<file path="src/rtl/csm_consts.svh">
// constants for the clock source select and monitor block
// assumes byte addressing on the register bus, 50 MHz core clock
`ifndef CSM_CONSTS_SVH
`define CSM_CONSTS_SVH

// register indices; byte address is four times the index
`define CSM_IDX_CTRL       14'hf86
`define CSM_IDX_STAT       14'hf87
`define CSM_IDX_MASK       14'hf88

// clock_source_control reset value and field positions
`define CSM_CTRL_RESET     8'ha0
`define CSM_BIT_IRC_EN     7
`define CSM_BIT_XTAL_EN    6
`define CSM_BIT_WDOG_EN    5
`define CSM_BIT_SOF_EN     4
`define CSM_BIT_WOF_EN     3
`define CSM_SEL_MSB        2

// unlock keys
`define CSM_KEY_FIRST      8'he7
`define CSM_KEY_SECOND     8'h18

// clock select encodings
`define CSM_SEL_IRC_FAST   3'h0
`define CSM_SEL_IRC_SLOW   3'h1
`define CSM_SEL_XTAL       3'h2
`define CSM_SEL_WDOG       3'h3
`define CSM_SEL_EXT_PIN    3'h4
`define CSM_NUM_SRC        5

// status bits
`define CSM_ST_SYSFAIL     0
`define CSM_ST_WDFAIL      1
`define CSM_ST_FORCED      2
`define CSM_ST_WDDEAD      3
`define CSM_NUM_EVT        2

// timing: primary failure below 1 kHz, i.e. no edge for 1000 us
`define CSM_CORE_MHZ       50
`define CSM_PRI_GAP_US     1000
`define CSM_PRI_GAP_CYC    (`CSM_PRI_GAP_US * `CSM_CORE_MHZ)
// watchdog failure: system clock cycles without a watchdog edge
`define CSM_WD_GAP_CYC     8004

`endif

</file>
<file path="src/rtl/csm_pkg.sv">
// types for the clock source select and monitor block
// assumes csm_consts.svh holds all numbers
package csm_pkg;

  // unlock sequence position of the control register
  typedef enum logic [1:0] {
    csm_lock_closed,
    csm_lock_key1,
    csm_lock_open
  } csm_lock_e;

  typedef logic [7:0] csm_byte_t;

endpackage

</file>
<file path="src/rtl/csm_gapcount.sv">
// gap counter: flags a failure when too many ticks pass without an edge
// assumes tick and edge_seen are one-cycle strobes on core_clk
`timescale 1ns/1ps
`default_nettype none

module csm_gapcount
  import csm_pkg::*;
#(
  parameter int LIMIT = 8004,
  parameter int W     = $clog2(LIMIT + 1)
) (
  // clock and reset
  input  wire logic core_clk,
  input  wire logic arst_n,
  input  wire logic clk_en,
  // monitoring
  input  wire logic enable,
  input  wire logic tick,
  input  wire logic edge_seen,
  // result
  output logic      fail
);

  logic [W-1:0] count_ff;     // ticks since last edge
  logic [W-1:0] nxt_count;
  logic         fail_ff;      // limit reached, level
  logic         nxt_fail;

  // next count; saturates once failed so it never wraps to healthy
  always_comb begin
    nxt_count = count_ff;
    nxt_fail  = fail_ff;
    if (!enable || edge_seen) begin
      nxt_count = '0;
      nxt_fail  = 1'b0;
    end else if (tick && !fail_ff) begin
      nxt_count = count_ff + W'(1);
      if (nxt_count >= W'(LIMIT)) begin
        nxt_fail = 1'b1;
      end
    end
  end

  // register stage
  always_ff @(posedge core_clk or negedge arst_n) begin
    if (!arst_n) begin
      count_ff <= '0;
      fail_ff  <= 1'b0;
    end else if (clk_en) begin
      count_ff <= nxt_count;
      fail_ff  <= nxt_fail;
    end
  end

  assign fail = fail_ff;

endmodule

`default_nettype wire

</file>
<file path="src/rtl/csm_clkmux.sv">
// glitch-free source switch over sampled oscillator levels
// assumes oscillator levels are synchronous samples on core_clk
`include "csm_consts.svh"
`timescale 1ns/1ps
`default_nettype none

module csm_clkmux
  import csm_pkg::*;
#(
  parameter int NSRC = 5
) (
  // clock and reset
  input  wire logic            core_clk,
  input  wire logic            arst_n,
  input  wire logic            clk_en,
  // sources and wanted select
  input  wire logic [NSRC-1:0] src_lvl,
  input  wire logic [2:0]      want_sel,
  // result
  output logic                 clk_out,
  output logic [2:0]           cur_sel
);

  logic [2:0] sel_ff;       // source now driving the output
  logic [2:0] nxt_sel;
  logic       out_ff;       // registered system clock
  logic       nxt_out;
  logic       pending;      // a different valid source is wanted

  // reserved codes never start a switch; current source keeps running
  assign pending = (want_sel != sel_ff) && (32'(want_sel) < NSRC);

  // no runt pulses
  // old high phase finishes, output parks low, then joins new source low
  always_comb begin
    nxt_sel = sel_ff;
    nxt_out = src_lvl[sel_ff];
    if (pending) begin
      nxt_out = out_ff & src_lvl[sel_ff];
      if (!out_ff && !src_lvl[want_sel]) begin
        nxt_sel = want_sel;
        nxt_out = 1'b0;
      end
    end
  end

  // register stage
  always_ff @(posedge core_clk or negedge arst_n) begin
    if (!arst_n) begin
      sel_ff <= `CSM_SEL_IRC_FAST;
      out_ff <= 1'b0;
    end else if (clk_en) begin
      sel_ff <= nxt_sel;
      out_ff <= nxt_out;
    end
  end

  assign clk_out = out_ff;
  assign cur_sel = sel_ff;

endmodule

`default_nettype wire

</file>
<file path="src/rtl/csm_top.sv">
// clock source select and monitor: protected control register,
// glitch-free source switch, failure detection and recovery
// assumes oscillator inputs are sampled levels synchronous to core_clk
// and an Avalon-MM master with waitrequest on the register side
//
// Local design decision: the Avalon-MM interface to the registers.
`include "csm_consts.svh"
`timescale 1ns/1ps
`default_nettype none

// How it works
// - two keys unlock the control register
// - next write updates, then relocks
// - any other sequence changes nothing
// - keys ordered; other accesses may interleave
// - three-bit field picks the system clock
// - bits 7..3 enable oscillators and detectors
// - internal RC on after reset, until an unlocked control write clears bit 7
// - crystal enable takes over crystal pins
// - primary failure: event plus forced watchdog clock
// - no fallback if watchdog selected or off
// - primary failure below about one kilohertz
// - watchdog failure: event, clock unchanged
// - after watchdog failure, primary detection stops
// - count system clocks awaiting watchdog edge
module csm_top
  import csm_pkg::*;
#(
  parameter int PRI_GAP_CYC = `CSM_PRI_GAP_CYC,
  parameter int WD_GAP_CYC  = `CSM_WD_GAP_CYC
) (
  // clock, reset, enable
  input  wire logic        core_clk,
  input  wire logic        arst_n,
  input  wire logic        clk_en,
  // avalon-mm slave
  input  wire logic [15:0] avs_address,
  input  wire logic        avs_read,
  input  wire logic        avs_write,
  input  wire logic [31:0] avs_writedata,
  input  wire logic [3:0]  avs_byteenable,
  output logic      [31:0] avs_readdata,
  output logic             avs_waitrequest,
  // sampled oscillator levels
  input  wire logic        ipo_fast_clk,
  input  wire logic        ipo_slow_clk,
  input  wire logic        crystal_clk,
  input  wire logic        wdog_osc_clk,
  input  wire logic        external_clock_pin,
  // strap
  input  wire logic        crystal_reset_disable_option,
  // oscillator controls
  output logic             internal_rc_enable,
  output logic             crystal_enable,
  output logic             watchdog_osc_enable,
  // system clock and events
  output logic             sysclk_out,
  output logic             sysclk_fail_nmi,
  output logic             wdog_fail_nmi,
  output logic             irq
);

  // register state
  csm_byte_t                 ctrl_ff;     // clock_source_control
  csm_byte_t                 nxt_ctrl;
  csm_lock_e                 lock_ff;     // unlock sequence position
  csm_lock_e                 nxt_lock;
  logic [`CSM_NUM_EVT-1:0]   stat_ff;     // sticky failure events
  logic [`CSM_NUM_EVT-1:0]   nxt_stat;
  logic [`CSM_NUM_EVT-1:0]   mask_ff;     // interrupt enables
  logic [`CSM_NUM_EVT-1:0]   nxt_mask;
  logic                      forced_ff;   // recovery holds watchdog clock
  logic                      nxt_forced;
  logic                      wddead_ff;   // watchdog failed since reset
  logic                      nxt_wddead;
  logic                      wait_ff;     // waitrequest, idle high
  logic                      nxt_wait;
  logic [31:0]               rdata_ff;    // read data
  logic [31:0]               nxt_rdata;
  logic                      strap_ff;    // strap taken after release
  logic                      nxt_strap;
  logic                      irq_ff;
  logic                      nxt_irq;
  // edge tracking
  logic                      sys_prev_ff;
  logic                      wd_prev_ff;
  logic                      pfail_prev_ff;
  logic                      wfail_prev_ff;

  // datapath wires
  logic [`CSM_NUM_SRC-1:0]   src_lvl;
  logic [2:0]                want_sel;
  logic [2:0]                cur_sel;
  logic                      mux_clk;
  logic                      sys_rise;
  logic                      wd_rise;
  logic                      pri_en;
  logic                      pri_fail;
  logic                      wd_fail;
  logic [`CSM_NUM_EVT-1:0]   evt;
  logic                      hit_ctrl;
  logic                      hit_stat;
  logic                      hit_mask;
  logic                      do_write;
  logic                      ctrl_wr;

  // sources in select-code order
  assign src_lvl = {external_clock_pin, wdog_osc_clk, crystal_clk,
                    ipo_slow_clk, ipo_fast_clk};

  // forced watchdog clock
  // recovery overrides the field without touching the register
  assign want_sel = forced_ff ? `CSM_SEL_WDOG
                              : ctrl_ff[`CSM_SEL_MSB:0];

  csm_clkmux #(
    .NSRC     (`CSM_NUM_SRC)
  ) u_mux (
    .core_clk (core_clk),
    .arst_n   (arst_n),
    .clk_en   (clk_en),
    .src_lvl  (src_lvl),
    .want_sel (want_sel),
    .clk_out  (mux_clk),
    .cur_sel  (cur_sel)
  );

  // rising edges of the system clock and the watchdog oscillator
  assign sys_rise = mux_clk & ~sys_prev_ff;
  assign wd_rise  = wdog_osc_clk & ~wd_prev_ff;

  // primary detection off once watchdog has failed
  // also off while forced: watchdog is then the clock being watched
  assign pri_en = ctrl_ff[`CSM_BIT_SOF_EN] & ~wddead_ff & ~forced_ff;

  // no rising edge for 1 ms means below 1 kHz
  csm_gapcount #(
    .LIMIT     (PRI_GAP_CYC)
  ) u_pri (
    .core_clk  (core_clk),
    .arst_n    (arst_n),
    .clk_en    (clk_en),
    .enable    (pri_en),
    .tick      (1'b1),
    .edge_seen (sys_rise),
    .fail      (pri_fail)
  );

  // system clock edges counted per watchdog edge
  csm_gapcount #(
    .LIMIT     (WD_GAP_CYC)
  ) u_wd (
    .core_clk  (core_clk),
    .arst_n    (arst_n),
    .clk_en    (clk_en),
    .enable    (ctrl_ff[`CSM_BIT_WOF_EN]),
    .tick      (sys_rise),
    .edge_seen (wd_rise),
    .fail      (wd_fail)
  );

  // one event per failure, on the rising edge of the fail level
  assign evt[`CSM_ST_SYSFAIL] = pri_fail & ~pfail_prev_ff;
  assign evt[`CSM_ST_WDFAIL]  = wd_fail & ~wfail_prev_ff;

  // word decode; printed offsets are indices
  assign hit_ctrl = (avs_address[15:2] == `CSM_IDX_CTRL);
  assign hit_stat = (avs_address[15:2] == `CSM_IDX_STAT);
  assign hit_mask = (avs_address[15:2] == `CSM_IDX_MASK);
  // writes act on the edge where waitrequest is seen low
  assign do_write = avs_write & ~wait_ff & avs_byteenable[0];
  assign ctrl_wr  = do_write & hit_ctrl;

  // sticky status, one bit per event; set beats write-one-clear
  generate
    for (genvar i = 0; i < `CSM_NUM_EVT; i++) begin : g_stat
      always_comb begin
        nxt_stat[i] = stat_ff[i];
        if (do_write && hit_stat && avs_writedata[i]) begin
          nxt_stat[i] = 1'b0;
        end
        if (evt[i]) begin
          nxt_stat[i] = 1'b1;
        end
      end
    end
  endgenerate

  // control, unlock, recovery and bus next state
  always_comb begin
    nxt_ctrl   = ctrl_ff;
    nxt_lock   = lock_ff;
    nxt_mask   = mask_ff;
    nxt_forced = forced_ff;
    nxt_wddead = wddead_ff;
    nxt_wait   = wait_ff;
    nxt_rdata  = rdata_ff;
    nxt_strap  = 1'b1;
    // crystal running from reset unless strapped off
    if (!strap_ff && !crystal_reset_disable_option) begin
      nxt_ctrl[`CSM_BIT_XTAL_EN] = 1'b1;
    end
    // bus: one wait state, then a single low cycle of waitrequest
    if (!wait_ff) begin
      nxt_wait = 1'b1;
    end else if (avs_read || avs_write) begin
      nxt_wait  = 1'b0;
      nxt_rdata = '0;
      if (hit_ctrl) begin
        nxt_rdata[7:0] = ctrl_ff;
      end else if (hit_stat) begin
        nxt_rdata[`CSM_NUM_EVT-1:0] = stat_ff;
        nxt_rdata[`CSM_ST_FORCED]   = forced_ff;
        nxt_rdata[`CSM_ST_WDDEAD]   = wddead_ff;
        nxt_rdata[10:8]             = cur_sel;
      end else if (hit_mask) begin
        nxt_rdata[`CSM_NUM_EVT-1:0] = mask_ff;
      end
    end
    // only control writes move the sequence
    if (ctrl_wr) begin
      case (lock_ff)
        csm_lock_closed: begin
          if (avs_writedata[7:0] == `CSM_KEY_FIRST) begin
            nxt_lock = csm_lock_key1;
          end
        end
        // wrong second key drops back, first key rearms
        csm_lock_key1: begin
          if (avs_writedata[7:0] == `CSM_KEY_SECOND) begin
            nxt_lock = csm_lock_open;
          end else if (avs_writedata[7:0] == `CSM_KEY_FIRST) begin
            nxt_lock = csm_lock_key1;
          end else begin
            nxt_lock = csm_lock_closed;
          end
        end
        csm_lock_open: begin
          nxt_ctrl   = avs_writedata[7:0];
          nxt_lock   = csm_lock_closed;
          nxt_forced = 1'b0;
        end
        default: begin
          nxt_lock = csm_lock_closed;
        end
      endcase
    end
    if (do_write && hit_mask) begin
      nxt_mask = avs_writedata[`CSM_NUM_EVT-1:0];
    end
    // fallback needs a running, unselected watchdog
    if (evt[`CSM_ST_SYSFAIL] && ctrl_ff[`CSM_BIT_WDOG_EN]
        && (ctrl_ff[`CSM_SEL_MSB:0] != `CSM_SEL_WDOG)) begin
      nxt_forced = 1'b1;
    end
    // watchdog failure only flags, no source change
    if (evt[`CSM_ST_WDFAIL]) begin
      nxt_wddead = 1'b1;
    end
    nxt_irq = |(nxt_stat & nxt_mask);
  end

  // register stage; everything freezes while clk_en is low
  always_ff @(posedge core_clk or negedge arst_n) begin
    if (!arst_n) begin
      // internal RC enabled out of reset
      ctrl_ff       <= `CSM_CTRL_RESET;
      lock_ff       <= csm_lock_closed;
      stat_ff       <= '0;
      mask_ff       <= '0;
      forced_ff     <= 1'b0;
      wddead_ff     <= 1'b0;
      wait_ff       <= 1'b1;
      rdata_ff      <= '0;
      strap_ff      <= 1'b0;
      irq_ff        <= 1'b0;
      sys_prev_ff   <= 1'b0;
      wd_prev_ff    <= 1'b0;
      pfail_prev_ff <= 1'b0;
      wfail_prev_ff <= 1'b0;
    end else if (clk_en) begin
      ctrl_ff       <= nxt_ctrl;
      lock_ff       <= nxt_lock;
      stat_ff       <= nxt_stat;
      mask_ff       <= nxt_mask;
      forced_ff     <= nxt_forced;
      wddead_ff     <= nxt_wddead;
      wait_ff       <= nxt_wait;
      rdata_ff      <= nxt_rdata;
      strap_ff      <= nxt_strap;
      irq_ff        <= nxt_irq;
      sys_prev_ff   <= mux_clk;
      wd_prev_ff    <= wdog_osc_clk;
      pfail_prev_ff <= pri_fail;
      wfail_prev_ff <= wd_fail;
    end
  end

  assign internal_rc_enable  = ctrl_ff[`CSM_BIT_IRC_EN];
  // this level also hands both crystal pins to the crystal
  assign crystal_enable      = ctrl_ff[`CSM_BIT_XTAL_EN];
  assign watchdog_osc_enable = ctrl_ff[`CSM_BIT_WDOG_EN];
  // non-maskable requests are the raw sticky bits
  assign sysclk_fail_nmi     = stat_ff[`CSM_ST_SYSFAIL];
  assign wdog_fail_nmi       = stat_ff[`CSM_ST_WDFAIL];
  assign irq                 = irq_ff;
  assign sysclk_out          = mux_clk;
  assign avs_readdata        = rdata_ff;
  assign avs_waitrequest     = wait_ff;

endmodule

`default_nettype wire

</file>
<file path="config.mk">
export PLATFORM = sky130hd
export DESIGN_NAME = csm_top
export DESIGN_NICKNAME = d
export VERILOG_FILES = /design/src/rtl/csm_pkg.sv /design/src/rtl/csm_gapcount.sv /design/src/rtl/csm_clkmux.sv /design/src/rtl/csm_top.sv
export VERILOG_INCLUDE_DIRS = /design/src /design/src/rtl
export SDC_FILE = /design/constraint.sdc
export NUM_CORES = 1
export LEC_CHECK = 0
export CORE_ASPECT_RATIO = 1.25
export CORE_MARGIN = 2
export CORE_UTILIZATION = 45
export DETAILED_ROUTE_END_ITERATION = 10
export DONT_BUFFER_PORTS = 1
export GPL_ROUTABILITY_DRIVEN = 1
export PLACE_DENSITY = 0.62
export SYNTH_ARGS = -nofsm -noshare
export SYNTH_HDL_FRONTEND = slang
export SYNTH_SLANG_ARGS = --single-unit
</file>
<file path="constraint.sdc">
create_clock -name core_clk -period 2.52 [get_ports core_clk]
set_input_delay 0.126 -clock core_clk [delete_from_list [all_inputs] [get_ports core_clk]]
set_output_delay 0.126 -clock core_clk [all_outputs]
set_load 0.05 [all_outputs]
</file>
==> results of run 1 <==
## power groups by stage
| stage | Sequential [W] | Combinational (W) | Clock (W) |
|---|---|---|---|
| 2_1_floorplan | 0.00123 | 0.000164 | 0 |
| 3_3_place_gp | 0.00122 | 0.000158 | 0 |
| 3_5_place_dp | 0.00123 | 0.000159 | 0 |
| 4_1_cts | 0.00121 | 0.000213 | 0.00130 |
| 5_1_grt | 0.00121 | 0.000230 | 0.00135 |
| 6_report | 0.00121 | 0.000211 | 0.00127 |
## metrics by stage
| stage | instances | total power (W) | hold slack (ns) |
|---|---|---|---|
| 6_report | 594 | 0.00268 | 0.0124 |
| 2_1_floorplan | 479 | 0.00139 | -0.170 |
| 5_1_grt | 594 | 0.00279 | 0.0187 |
| 3_3_place_gp | 566 | 0.00138 | -0.168 |
| 4_1_cts | 594 | 0.00272 | 0.000801 |
| 3_5_place_dp | 566 | 0.00139 | -0.168 |
## cells by family after synthesis
| logic type | after synthesis |
|---|---|
| other | 1 |
| AOI/OAI and AO/OA | 131 |
| xor gates and xnor gates | 5 |
| muxes | 22 |
| DFF | 69 |
| adders and majority gates | 2 |
| and+or+nand+nor | 166 |
| buffers and inverters | 63 |
## what timing repair did
item | CTS | global route
setup endpoints to repair | 0 | 0
hold endpoints to repair | 96 | 0
setup buffers | 0 | 0
hold buffers | 13 | 0
## sequential cells by signal, indices dropped and copies added (netlist names), 2 cells and up
signal,cells
u_pri.count_ff,16
u_wd.count_ff,13
avs_readdata,11
ctrl_ff,8
u_mux.cur_sel,3
lock_ff,2
mask_ff,2
stat_ff,2
## worst max-delay path by stage
stage,to,depth (start not counted),startpoint
floorplan,u_wd.count_ff[6]$_DFFE_PN0P_,7,u_mux.clk_out$_DFFE_PN0P_
global placement,u_pri.fail$_DFFE_PN0P_,6,u_pri.count_ff[6]$_DFFE_PN0P_
detailed placement,u_pri.fail$_DFFE_PN0P_,6,u_pri.count_ff[6]$_DFFE_PN0P_
CTS,u_pri.fail$_DFFE_PN0P_,6,u_pri.count_ff[6]$_DFFE_PN0P_
global route,u_pri.fail$_DFFE_PN0P_,6,u_pri.count_ff[6]$_DFFE_PN0P_
finish,u_pri.fail$_DFFE_PN0P_,6,u_pri.count_ff[6]$_DFFE_PN0P_
## per-layer routing
layer	part of all wire	routed length [µm]	GRT usage
met4	0.016	154	0.0851
met3	0.042	421	0.0413
met2	0.49	4870	0.349
met1	0.45	4460	0.268
met5	0	0	0
## final cells by class
| type | count | area share |
|---|---|---|
| Sequential cell | 69 | 0.372 |
| Clock buffer | 10 | 0.0514 |
| Clock inverter | 5 | 0.0129 |
| Multi-Input combinational cell | 347 | 0.468 |
| Inverter | 16 | 0.0129 |
| Timing Repair Buffer | 24 | 0.0495 |
| Tap cell | 123 | 0.0331 |
## cell usage in the layout (no fill, tap or decap), types with 5 or more instances in the layout
cell / Yosys / routed
a21oi_1: 24 / 24
a22o_1: 7 / 7
a31oi_1: 7 / 7
and3_1: 5 / 5
buf_4: 23 / 11
clkbuf_16: 0 / 9
conb_1: 1 / 21
dfrtp_1: 66 / 66
dlygate4sd3_1: 0 / 12
inv_1: 16 / 16
mux2_2: 17 / 17
nand2_1: 48 / 48
nand3_1: 18 / 18
nand4_1: 10 / 10
nand4b_1: 6 / 6
nor2_1: 28 / 28
nor3_1: 10 / 10
nor4_1: 5 / 5
o21ai_0: 49 / 49
o31ai_1: 16 / 16
==> key figures, run 1 <==
Cells and area
  • Antenna Cells: 0
  • Util after Layout: 0.512
  • Multi-input gate area: 2170 µm²
  • Final Cell Area: 4650 µm²
  • Sequential Area: 1730 µm²
  • Nets: 532
  • Area delta synth->final: 12.0%
  • Share of layout cells above drive strength 1: 0.132
  • Fillers: 863

Power
  • Combinational power share: 0.079
  • VDD IR max: 0.000380 V
  • Pwr/cell area: 577 nW/µm²
  • Sw Pwr: 0.000704 W
  • Reg power frac: 0.450
  • Leakage: 1.93 nW
  • Clock power share: 0.472
  • Sw frac: 0.262
  • Int Pwr: 0.00198 W

Global routing
  • Total gr overflow: 0
  • Largest net degree at the start of global routing: 70
  • First-pass GRT wire length: 17000 µm
  • Initial antenna violation count: 0
  • Gr usage total: 0.209
  • Number of global-route vias before repair: 3402

STA
  • Final worst path period need: 2.24 ns
  • Setup-failing EPs final: 0
  • Final WS setup: 0.276 ns
  • FMAX: 446 MHz
  • Max_slew headroom: 0.393
  • Total negative slack: 0 ns
  • RSZ-0062 raised after global routing: no
  • Ratio of final minimum period to clock period: 0.891
  • Max Slew Vio Count: 0
  • Least-Margin Pin Slew: 0.908 ns
  • Final number of hold-violating endpoints: 0
  • Worst Skew: 0.00845 ns

Setup path
  • Worst setup SP type: flip-flop
  • Critical path class: flip-flop to flip-flop
  • CP peak stage delay: 0.50 ns
  • Req. time, crit path: 2.69 ns
  • RR Startpoint: u_pri.count_ff[6]$_DFFE_PN0P_
  • Worst reg-to-reg path cell count: 6
  • Element type at the critical path end: flip-flop
  • CP Max Fanout: 9
  • R2R Setup Slk: 0.28 ns
  • Cell chain of the critical path: nand3_1 > nor4_2 > or3b_1 > a311o_1 > o221ai_2 > a22oi_2
  • R2R Path End: u_pri.fail$_DFFE_PN0P_
  • CP max stage cell: dfrtp_1
  • CP Buf/Inv Count: 0
  • WP data arrival: 2.42 ns
  • Cell family with most CP delay: simple AND/OR/NAND/NOR gates

Logic synthesis
  • Post-Synth Adder-Cell Area: 0.00603
  • Commonest cells post-synth: dfrtp_1 (66), o21ai_0 (49), nand2_1 (48), nor2_1 (28), a21oi_1 (24)
  • Synth warn: 0
  • Largest area contributor in the netlist: dfrtp_1
  • Library cells used by synthesis: 64
  • Mapped Avg Cell Area: 9.04 µm²
  • Area share of the largest cell type after synthesis: 0.398
  • Seq/Total Area, Yosys: 0.417
  • Top cells by area, synth: dfrtp_1 (40%), o21ai_0 (5.9%), mux2_2 (4.6%)
  • Synthesized cell area: 4150 µm²
  • Largest family of logic cells by synthesized area: simple AND/OR/NAND/NOR gates
  • Compound-Gate Fraction of Synth Area: 0.202
  • Async SR Flop Fraction: 1.00
  • Multiplexer share of the synthesized area: 0.0618
  • Seq cells post-synth: 69
  • Most common cell in the netlist: dfrtp_1
  • Cell count after synthesis: 459
  • Simple-gate share of the synthesized area: 0.222
  • Post-synth EDFFs: 0
  • Post-Synth XOR/XNOR Area: 0.0106
  • Ys flop type: dfrtp_1

Floorplan
  • Area of the core: 9080 µm²
  • Die Area: 10000 µm²
  • Placement Rows: 39
  • Num ports: 103
  • Die W: 89.9 µm
  • Die height: 111 µm
  • Initial Util: 0.457

Run
  • MaxCap Viol Count: 0

Clocking
  • CTS H-tree lvls: 3
  • Worst-Skew Late Latency: 0.33 ns
  • Post-cts resize count: 0
  • Clock sinks: 69
  • CTS Buffer Depth: 2
  • Clk slew on worst S/H paths: 0.06 ns
  • Clock root buffer: clkbuf_16
  • TritonCTS clock tree: done
  • CTS buffer count: 9

Placed design
  • Port Buffers: 0
  • Area after DPL: 4200 µm²
  • Worst slack, placed: 0.307 ns
  • DPL Wire Length: 6670 µm
  • Gp weighted congestion: 0.858

Detailed routing
  • DR vias: 3520
  • WL final: 9910 µm
  • DRC: 0
  • Final ANT Viol Nets: 0
  • Pre-Repair DR Iteration Count: 5
  • Routed wire per std cell: 16.7 µm
  • DRT iter0 DRCs: 201
  • Avg Vias per Cell: 5.93

Hold path
  • Min-delay src: clk_en
  • Hold Path Cell Cnt: 2
  • Worst Hold Path EP: stat_ff[0]$_DFFE_PN0P_
  • Tightest Hold Check Type: input port to flip-flop

Status
  • Status: completed
Power figures use the tool's default switching activity.
==> inputs of run 2 (changes only) <==
--- a/config.mk
+++ b/config.mk
@@ -6,6 +6,7 @@
 export SDC_FILE = /design/constraint.sdc
 export NUM_CORES = 1
 export LEC_CHECK = 0
+export ABC_AREA = 1
 export CORE_ASPECT_RATIO = 1.25
 export CORE_MARGIN = 2
 export CORE_UTILIZATION = 45
==> key figures, run 2 <==
Status
  • Status: completed

Logic synthesis
  • Synth warn: 0
  • Top cells by area, synth: dfrtp_1 (42%), nand2_1 (15%), inv_1 (6.2%)
  • Seq cells post-synth: 69
  • Cell count after synthesis: 527
  • Synthesized cell area: 3930 µm²
  • Area share of the largest cell type after synthesis: 0.421
  • Post-synth EDFFs: 0
  • Async SR Flop Fraction: 1.00
  • Commonest cells post-synth: nand2_1 (155), dfrtp_1 (66), inv_1 (65), nor2_1 (50), nand3_1 (37)
  • Seq/Total Area, Yosys: 0.441
  • Mapped Avg Cell Area: 7.45 µm²
  • Library cells used by synthesis: 33
  • Most common cell in the netlist: nand2_1
  • Ys flop type: dfrtp_1
  • Largest area contributor in the netlist: dfrtp_1

Detailed routing
  • WL final: 9080 µm
  • Final ANT Viol Nets: 0
  • Pre-Repair DR Iteration Count: 4
  • DRT iter0 DRCs: 244
  • DRC: 0
  • DR vias: 3405
  • Routed wire per std cell: 13.9 µm
  • Avg Vias per Cell: 5.23

Power
  • Leakage: 2.06 nW
  • VDD IR max: 0.000537 V
  • Pwr/cell area: 651 nW/µm²

Cells and area
  • Most frequent cells in the layout: nand2_1 (155), dfrtp_1 (66), inv_1 (65)
  • Share of layout cells above drive strength 1: 0.0599
  • Nets: 611
  • Max reg flops: 16
  • Sequential Area: 1730 µm²
  • Area delta synth->final: 8.86%
  • Most common cell after layout, fill and taps aside: nand2_1
  • Fillers: 841
  • Reg with most FFs: u_pri.count_ff
  • Antenna Cells: 0
  • Final Cell Area: 4270 µm²
  • Multi-input gate area: 1820 µm²

Floorplan
  • Die Area: 9490 µm²
  • Initial Util: 0.459
  • Num ports: 103
  • Area of the core: 8560 µm²
  • Die height: 108 µm
  • Die W: 87.5 µm
  • Placement Rows: 38

Clocking
  • CTS Buffer Depth: 2
  • Worst-Skew Late Latency: 0.36 ns
  • Post-cts resize count: 0
  • CTS H-tree lvls: 3
  • Clock sinks: 69
  • Hold Buf Count CTS: 13
  • TritonCTS clock tree: done
  • CTS buffer count: 9
  • Clock root buffer: clkbuf_8
  • Clk slew on worst S/H paths: 0.07 ns
  • Post-CTS Setup Bufs: 0

Global routing
  • Number of global-route vias before repair: 3377
  • Initial antenna violation count: 0
  • Gr usage total: 0.209
  • Largest net degree at the start of global routing: 70
  • First-pass GRT wire length: 15600 µm
  • Total gr overflow: 0

STA
  • Ratio of final minimum period to clock period: 0.760
  • FMAX: 522 MHz
  • Worst Skew: 0.00704 ns
  • Total negative slack: 0 ns
  • Setup-failing EPs final: 0
  • Least-Margin Pin Slew: 0.685 ns
  • Final number of hold-violating endpoints: 0
  • Max Slew Vio Count: 0
  • RSZ-0062 raised after global routing: no
  • Final WS setup: 0.604 ns
  • Final worst path period need: 1.92 ns
  • Max_slew headroom: 0.542

Setup path
  • CP peak stage delay: 0.59 ns
  • Critical path class: flip-flop to flip-flop
  • CP Max Fanout: 7
  • Worst setup SP type: flip-flop
  • Cell family with most CP delay: buffers and inverters
  • Most used cell, CP: nand2_1
  • CP Buf/Inv Count: 2
  • Element type at the critical path end: flip-flop
  • RR Startpoint: forced_ff$_DFFE_PN0P_
  • WP data arrival: 2.15 ns
  • CP max stage cell: dlygate4sd3_1
  • CP startpoint: forced_ff$_DFFE_PN0P_
  • Cell chain of the critical path: inv_1 > nand2_1 > o21ai_0 > nand2_1 > a21oi_1 > a31oi_1 > dlygate4sd3_1
  • Req. time, crit path: 2.76 ns

Hold path
  • Tightest Hold Check Type: input port to flip-flop
  • Min-delay src: clk_en

Placed design
  • Worst slack, placed: 0.696 ns
  • DPL Wire Length: 6450 µm
  • Port Buffers: 0
  • Area after DPL: 3960 µm²
  • Gp weighted congestion: 0.861

Run
  • MaxCap Viol Count: 0
-- run 2: path summary, 6_finish.rpt --
path	cells past startpoint	slack (ns)	end
worst max register to register	7	0.60	u_mux.clk_out$_DFFE_PN0P_
worst min-delay path	2	0.02	ctrl_ff[5]$_DFFE_PN1P_
min in group asynchronous	2	0.32	u_pri.count_ff[5]$_DFFE_PN0P_
worst max-delay path	7	0.60	u_mux.clk_out$_DFFE_PN0P_
worst min register to register	1	0.47	strap_ff$_DFFE_PN0P_
max in group asynchronous	2	1.87	avs_waitrequest$_DFFE_PN1P_
-- run 2: logic make-up after synthesis --
kind of cell / synth area share
AO/OA/AOI/OAI: 0.113
XOR/XNOR: 0.0223
adder cells (fa/ha/maj): 0.00637
buffers and inverters: 0.114
flip-flops: 0.441
other: 0.000955
AND/OR/NAND/NOR: 0.302
-- run 2: final cells by class --
class                           instances  share of cell area
Sequential cell                        69               0.405
Multi-Input combinational cell        382               0.426
Clock inverter                          1             0.00117
Clock buffer                           15              0.0389
Inverter                               68              0.0597
Tap cell                              100              0.0293
Timing Repair Buffer                   16              0.0398
-- run 2: worst reg2reg max path, stage by stage, from the launching register on --
cell and delay (ns):
dfrtp_1 0.37, inv_1 0.12, nand2_1 0.17, o21ai_0 0.27
nand2_1 0.11, a21oi_1 0.13, a31oi_1 0.05, dlygate4sd3_1 0.59
-- run 2: power by group --
| part | switching (W) | internal (W) |
|---|---|---|
| Combinational | 0.000395 | 0.000191 |
| Clock | 0.000399 | 0.000411 |
| Sequential | 0.000159 | 0.00123 |
-- run 2: per-layer routing --
metal | part of all wire | track usage
met4 | 0.031 | 0.108
met1 | 0.43 | 0.259
met5 | 0 | 0
met3 | 0.041 | 0.0374
met2 | 0.50 | 0.346
-- run 2: per-stage QoR --
stage	utilization	power, W	hold slack [ns]	cells
floorplan	-	0.00184	-0.170	547
global placement	0.462	0.00191	-0.166	622
detailed placement	0.462	0.00193	-0.167	622
CTS	0.499	0.00281	0.00332	651
global route	0.499	0.00295	0.0265	651
finish	0.499	0.00278	0.0159	651
==> inputs of run 3 (changes only) <==
==> constraint.sdc (replaced) <==
create_clock -name core_clk -period 1.99 [get_ports core_clk]
set_input_delay 0.0995 -clock core_clk [delete_from_list [all_inputs] [get_ports core_clk]]
set_output_delay 0.0995 -clock core_clk [all_outputs]
set_load 0.05 [all_outputs]
==> key figures, run 3 (synthesis gave the netlist of run 2 again) <==
Global routing
  • Initial antenna violation count: 0
  • Total gr overflow: 0
  • Largest net degree at the start of global routing: 70
  • Number of global-route vias before repair: 3393
  • First-pass GRT wire length: 15700 µm
  • Gr usage total: 0.212

Setup path
  • Critical path class: flip-flop to flip-flop
  • CP Max Fanout: 5
  • Element type at the critical path end: flip-flop
  • WP data arrival: 2.11 ns
  • Req. time, crit path: 2.28 ns
  • Worst setup SP type: flip-flop

Power
  • Int Pwr: 0.00243 W
  • VDD IR max: 0.000579 V
  • Leakage: 2.11 nW
  • Pwr/cell area: 834 nW/µm²
  • Combinational power share: 0.215
  • Sw frac: 0.333
  • Sw Pwr: 0.00121 W
  • Clock power share: 0.308
  • Final Power: 0.00364 W
  • Reg power frac: 0.477

Floorplan
  • Initial Util: 0.459
  • Die height: 108 µm
  • Area of the core: 8560 µm²
  • Num ports: 103
  • Placement Rows: 38
  • Die Area: 9490 µm²
  • Die W: 87.5 µm

Clocking
  • Worst-Skew Late Latency: 0.35 ns
  • CTS Buffer Depth: 2
  • TritonCTS clock tree: done
  • Clk slew on worst S/H paths: 0.07 ns
  • CTS buffer count: 9
  • Clock sinks: 69
  • CTS H-tree lvls: 3
  • Post-CTS Setup Bufs: 0
  • Clock root buffer: clkbuf_8

Cells and area
  • Max reg flops: 16
  • Antenna Cells: 0
  • Most common cell after layout, fill and taps aside: nand2_1
  • Util after Layout: 0.510
  • Most frequent cells in the layout: nand2_1 (153), dfrtp_1 (66), inv_1 (64)
  • Area delta synth->final: 11.2%
  • Share of layout cells above drive strength 1: 0.0804
  • Nets: 620
  • Fillers: 853
  • Reg with most FFs: u_pri.count_ff

STA
  • Ratio of final minimum period to clock period: 0.917
  • Least-Margin Pin Slew: 0.797 ns
  • Final worst path period need: 1.82 ns
  • Worst Skew: 0.00864 ns
  • Max_slew headroom: 0.467
  • Max Slew Vio Count: 0
  • FMAX: 548 MHz
  • RSZ-0062 raised after global routing: no
  • Setup-failing EPs final: 0
  • Hold slack: 0.0191 ns
  • Final number of hold-violating endpoints: 0
  • Total negative slack: 0 ns

Detailed routing
  • Pre-Repair DR Iteration Count: 4
  • Avg Vias per Cell: 5.20
  • DRC: 0
  • WL final: 9200 µm
  • DRT iter0 DRCs: 198
  • Routed wire per std cell: 13.9 µm
  • DR vias: 3433
  • Final ANT Viol Nets: 0

Placed design
  • Port Buffers: 0
  • DPL Wire Length: 6660 µm
  • Gp weighted congestion: 0.862

Run
  • MaxCap Viol Count: 0

Status
  • Status: completed

Hold path
  • Tightest Hold Check Type: input port to flip-flop
-- run 3: stage by stage --
step	setup WS, ns	std cells	instance area, µm²
5_1_grt	0.00411	660	4360
4_1_cts	0.0625	660	4360
3_3_place_gp	0.240	631	4020
6_report	0.165	660	4360
3_5_place_dp	0.195	631	4020
2_1_floorplan	0.347	547	4000
-- run 3: path summary, 6_finish.rpt --
kind / from / to / slack [ns] / cells past startpoint
min reg2reg: strap_ff$_DFFE_PN0P_ / strap_ff$_DFFE_PN0P_ / 0.47 / 1
min in group asynchronous: arst_n / u_pri.count_ff[9]$_DFFE_PN0P_ / 0.29 / 2
max: ctrl_ff[1]$_DFFE_PN0P_ / u_mux.clk_out$_DFFE_PN0P_ / 0.17 / 7
min: avs_writedata[1] / stat_ff[1]$_DFFE_PN0P_ / 0.02 / 3
max in group asynchronous: arst_n / avs_waitrequest$_DFFE_PN1P_ / 1.36 / 2
max reg2reg: ctrl_ff[1]$_DFFE_PN0P_ / u_mux.clk_out$_DFFE_PN0P_ / 0.17 / 7
-- run 3: cell type report --
type                    instances  area, µm²  area share
multi-input cells             382       1830       0.419
flip-flops and latches         69       1730       0.397
inverters                      68        255      0.0585
repair buffers                 25        238      0.0545
clock buffers                  15        156      0.0358
well taps                     100        125      0.0287
clock inverters                 1       30.0     0.00688
-- run 3: power groups by stage --
| stage | combinational (W) | clock [W] | sequential [W] |
|---|---|---|---|
| floorplan | 0.000548 | 0 | 0.00178 |
| global placement | 0.000688 | 0 | 0.00175 |
| detailed placement | 0.000704 | 0 | 0.00176 |
| CTS | 0.000784 | 0.00115 | 0.00173 |
| global route | 0.000889 | 0.00122 | 0.00176 |
| finish | 0.000782 | 0.00112 | 0.00174 |
-- run 3: worst max-delay path: stages, from the launching register on --
cell and delay [ns]:
dfrtp_1 0.46, nor2_2 0.19, xor2_1 0.17, nand3_1 0.09
nand2_1 0.08, a21oi_1 0.07, a31oi_1 0.15, dlygate4sd3_1 0.55
-- run 3: what timing repair did --
action                                 4_1_cts  5_1_grt
gates resized for setup                      0        5
endpoints found under the hold margin       92        0
setup endpoints to repair                    0        4
hold buffers                                13        0
-- run 3: routing by layer --
| layer | global-route usage | vias up | share of wire |
|---|---|---|---|
| li1 | - | 1724 | - |
| met1 | 0.253 | 1623 | 0.42 |
| met2 | 0.372 | 71 | 0.52 |
| met3 | 0.0405 | 15 | 0.038 |
| met4 | 0.0857 | 0 | 0.021 |
| met5 | 0 | - | 0 |
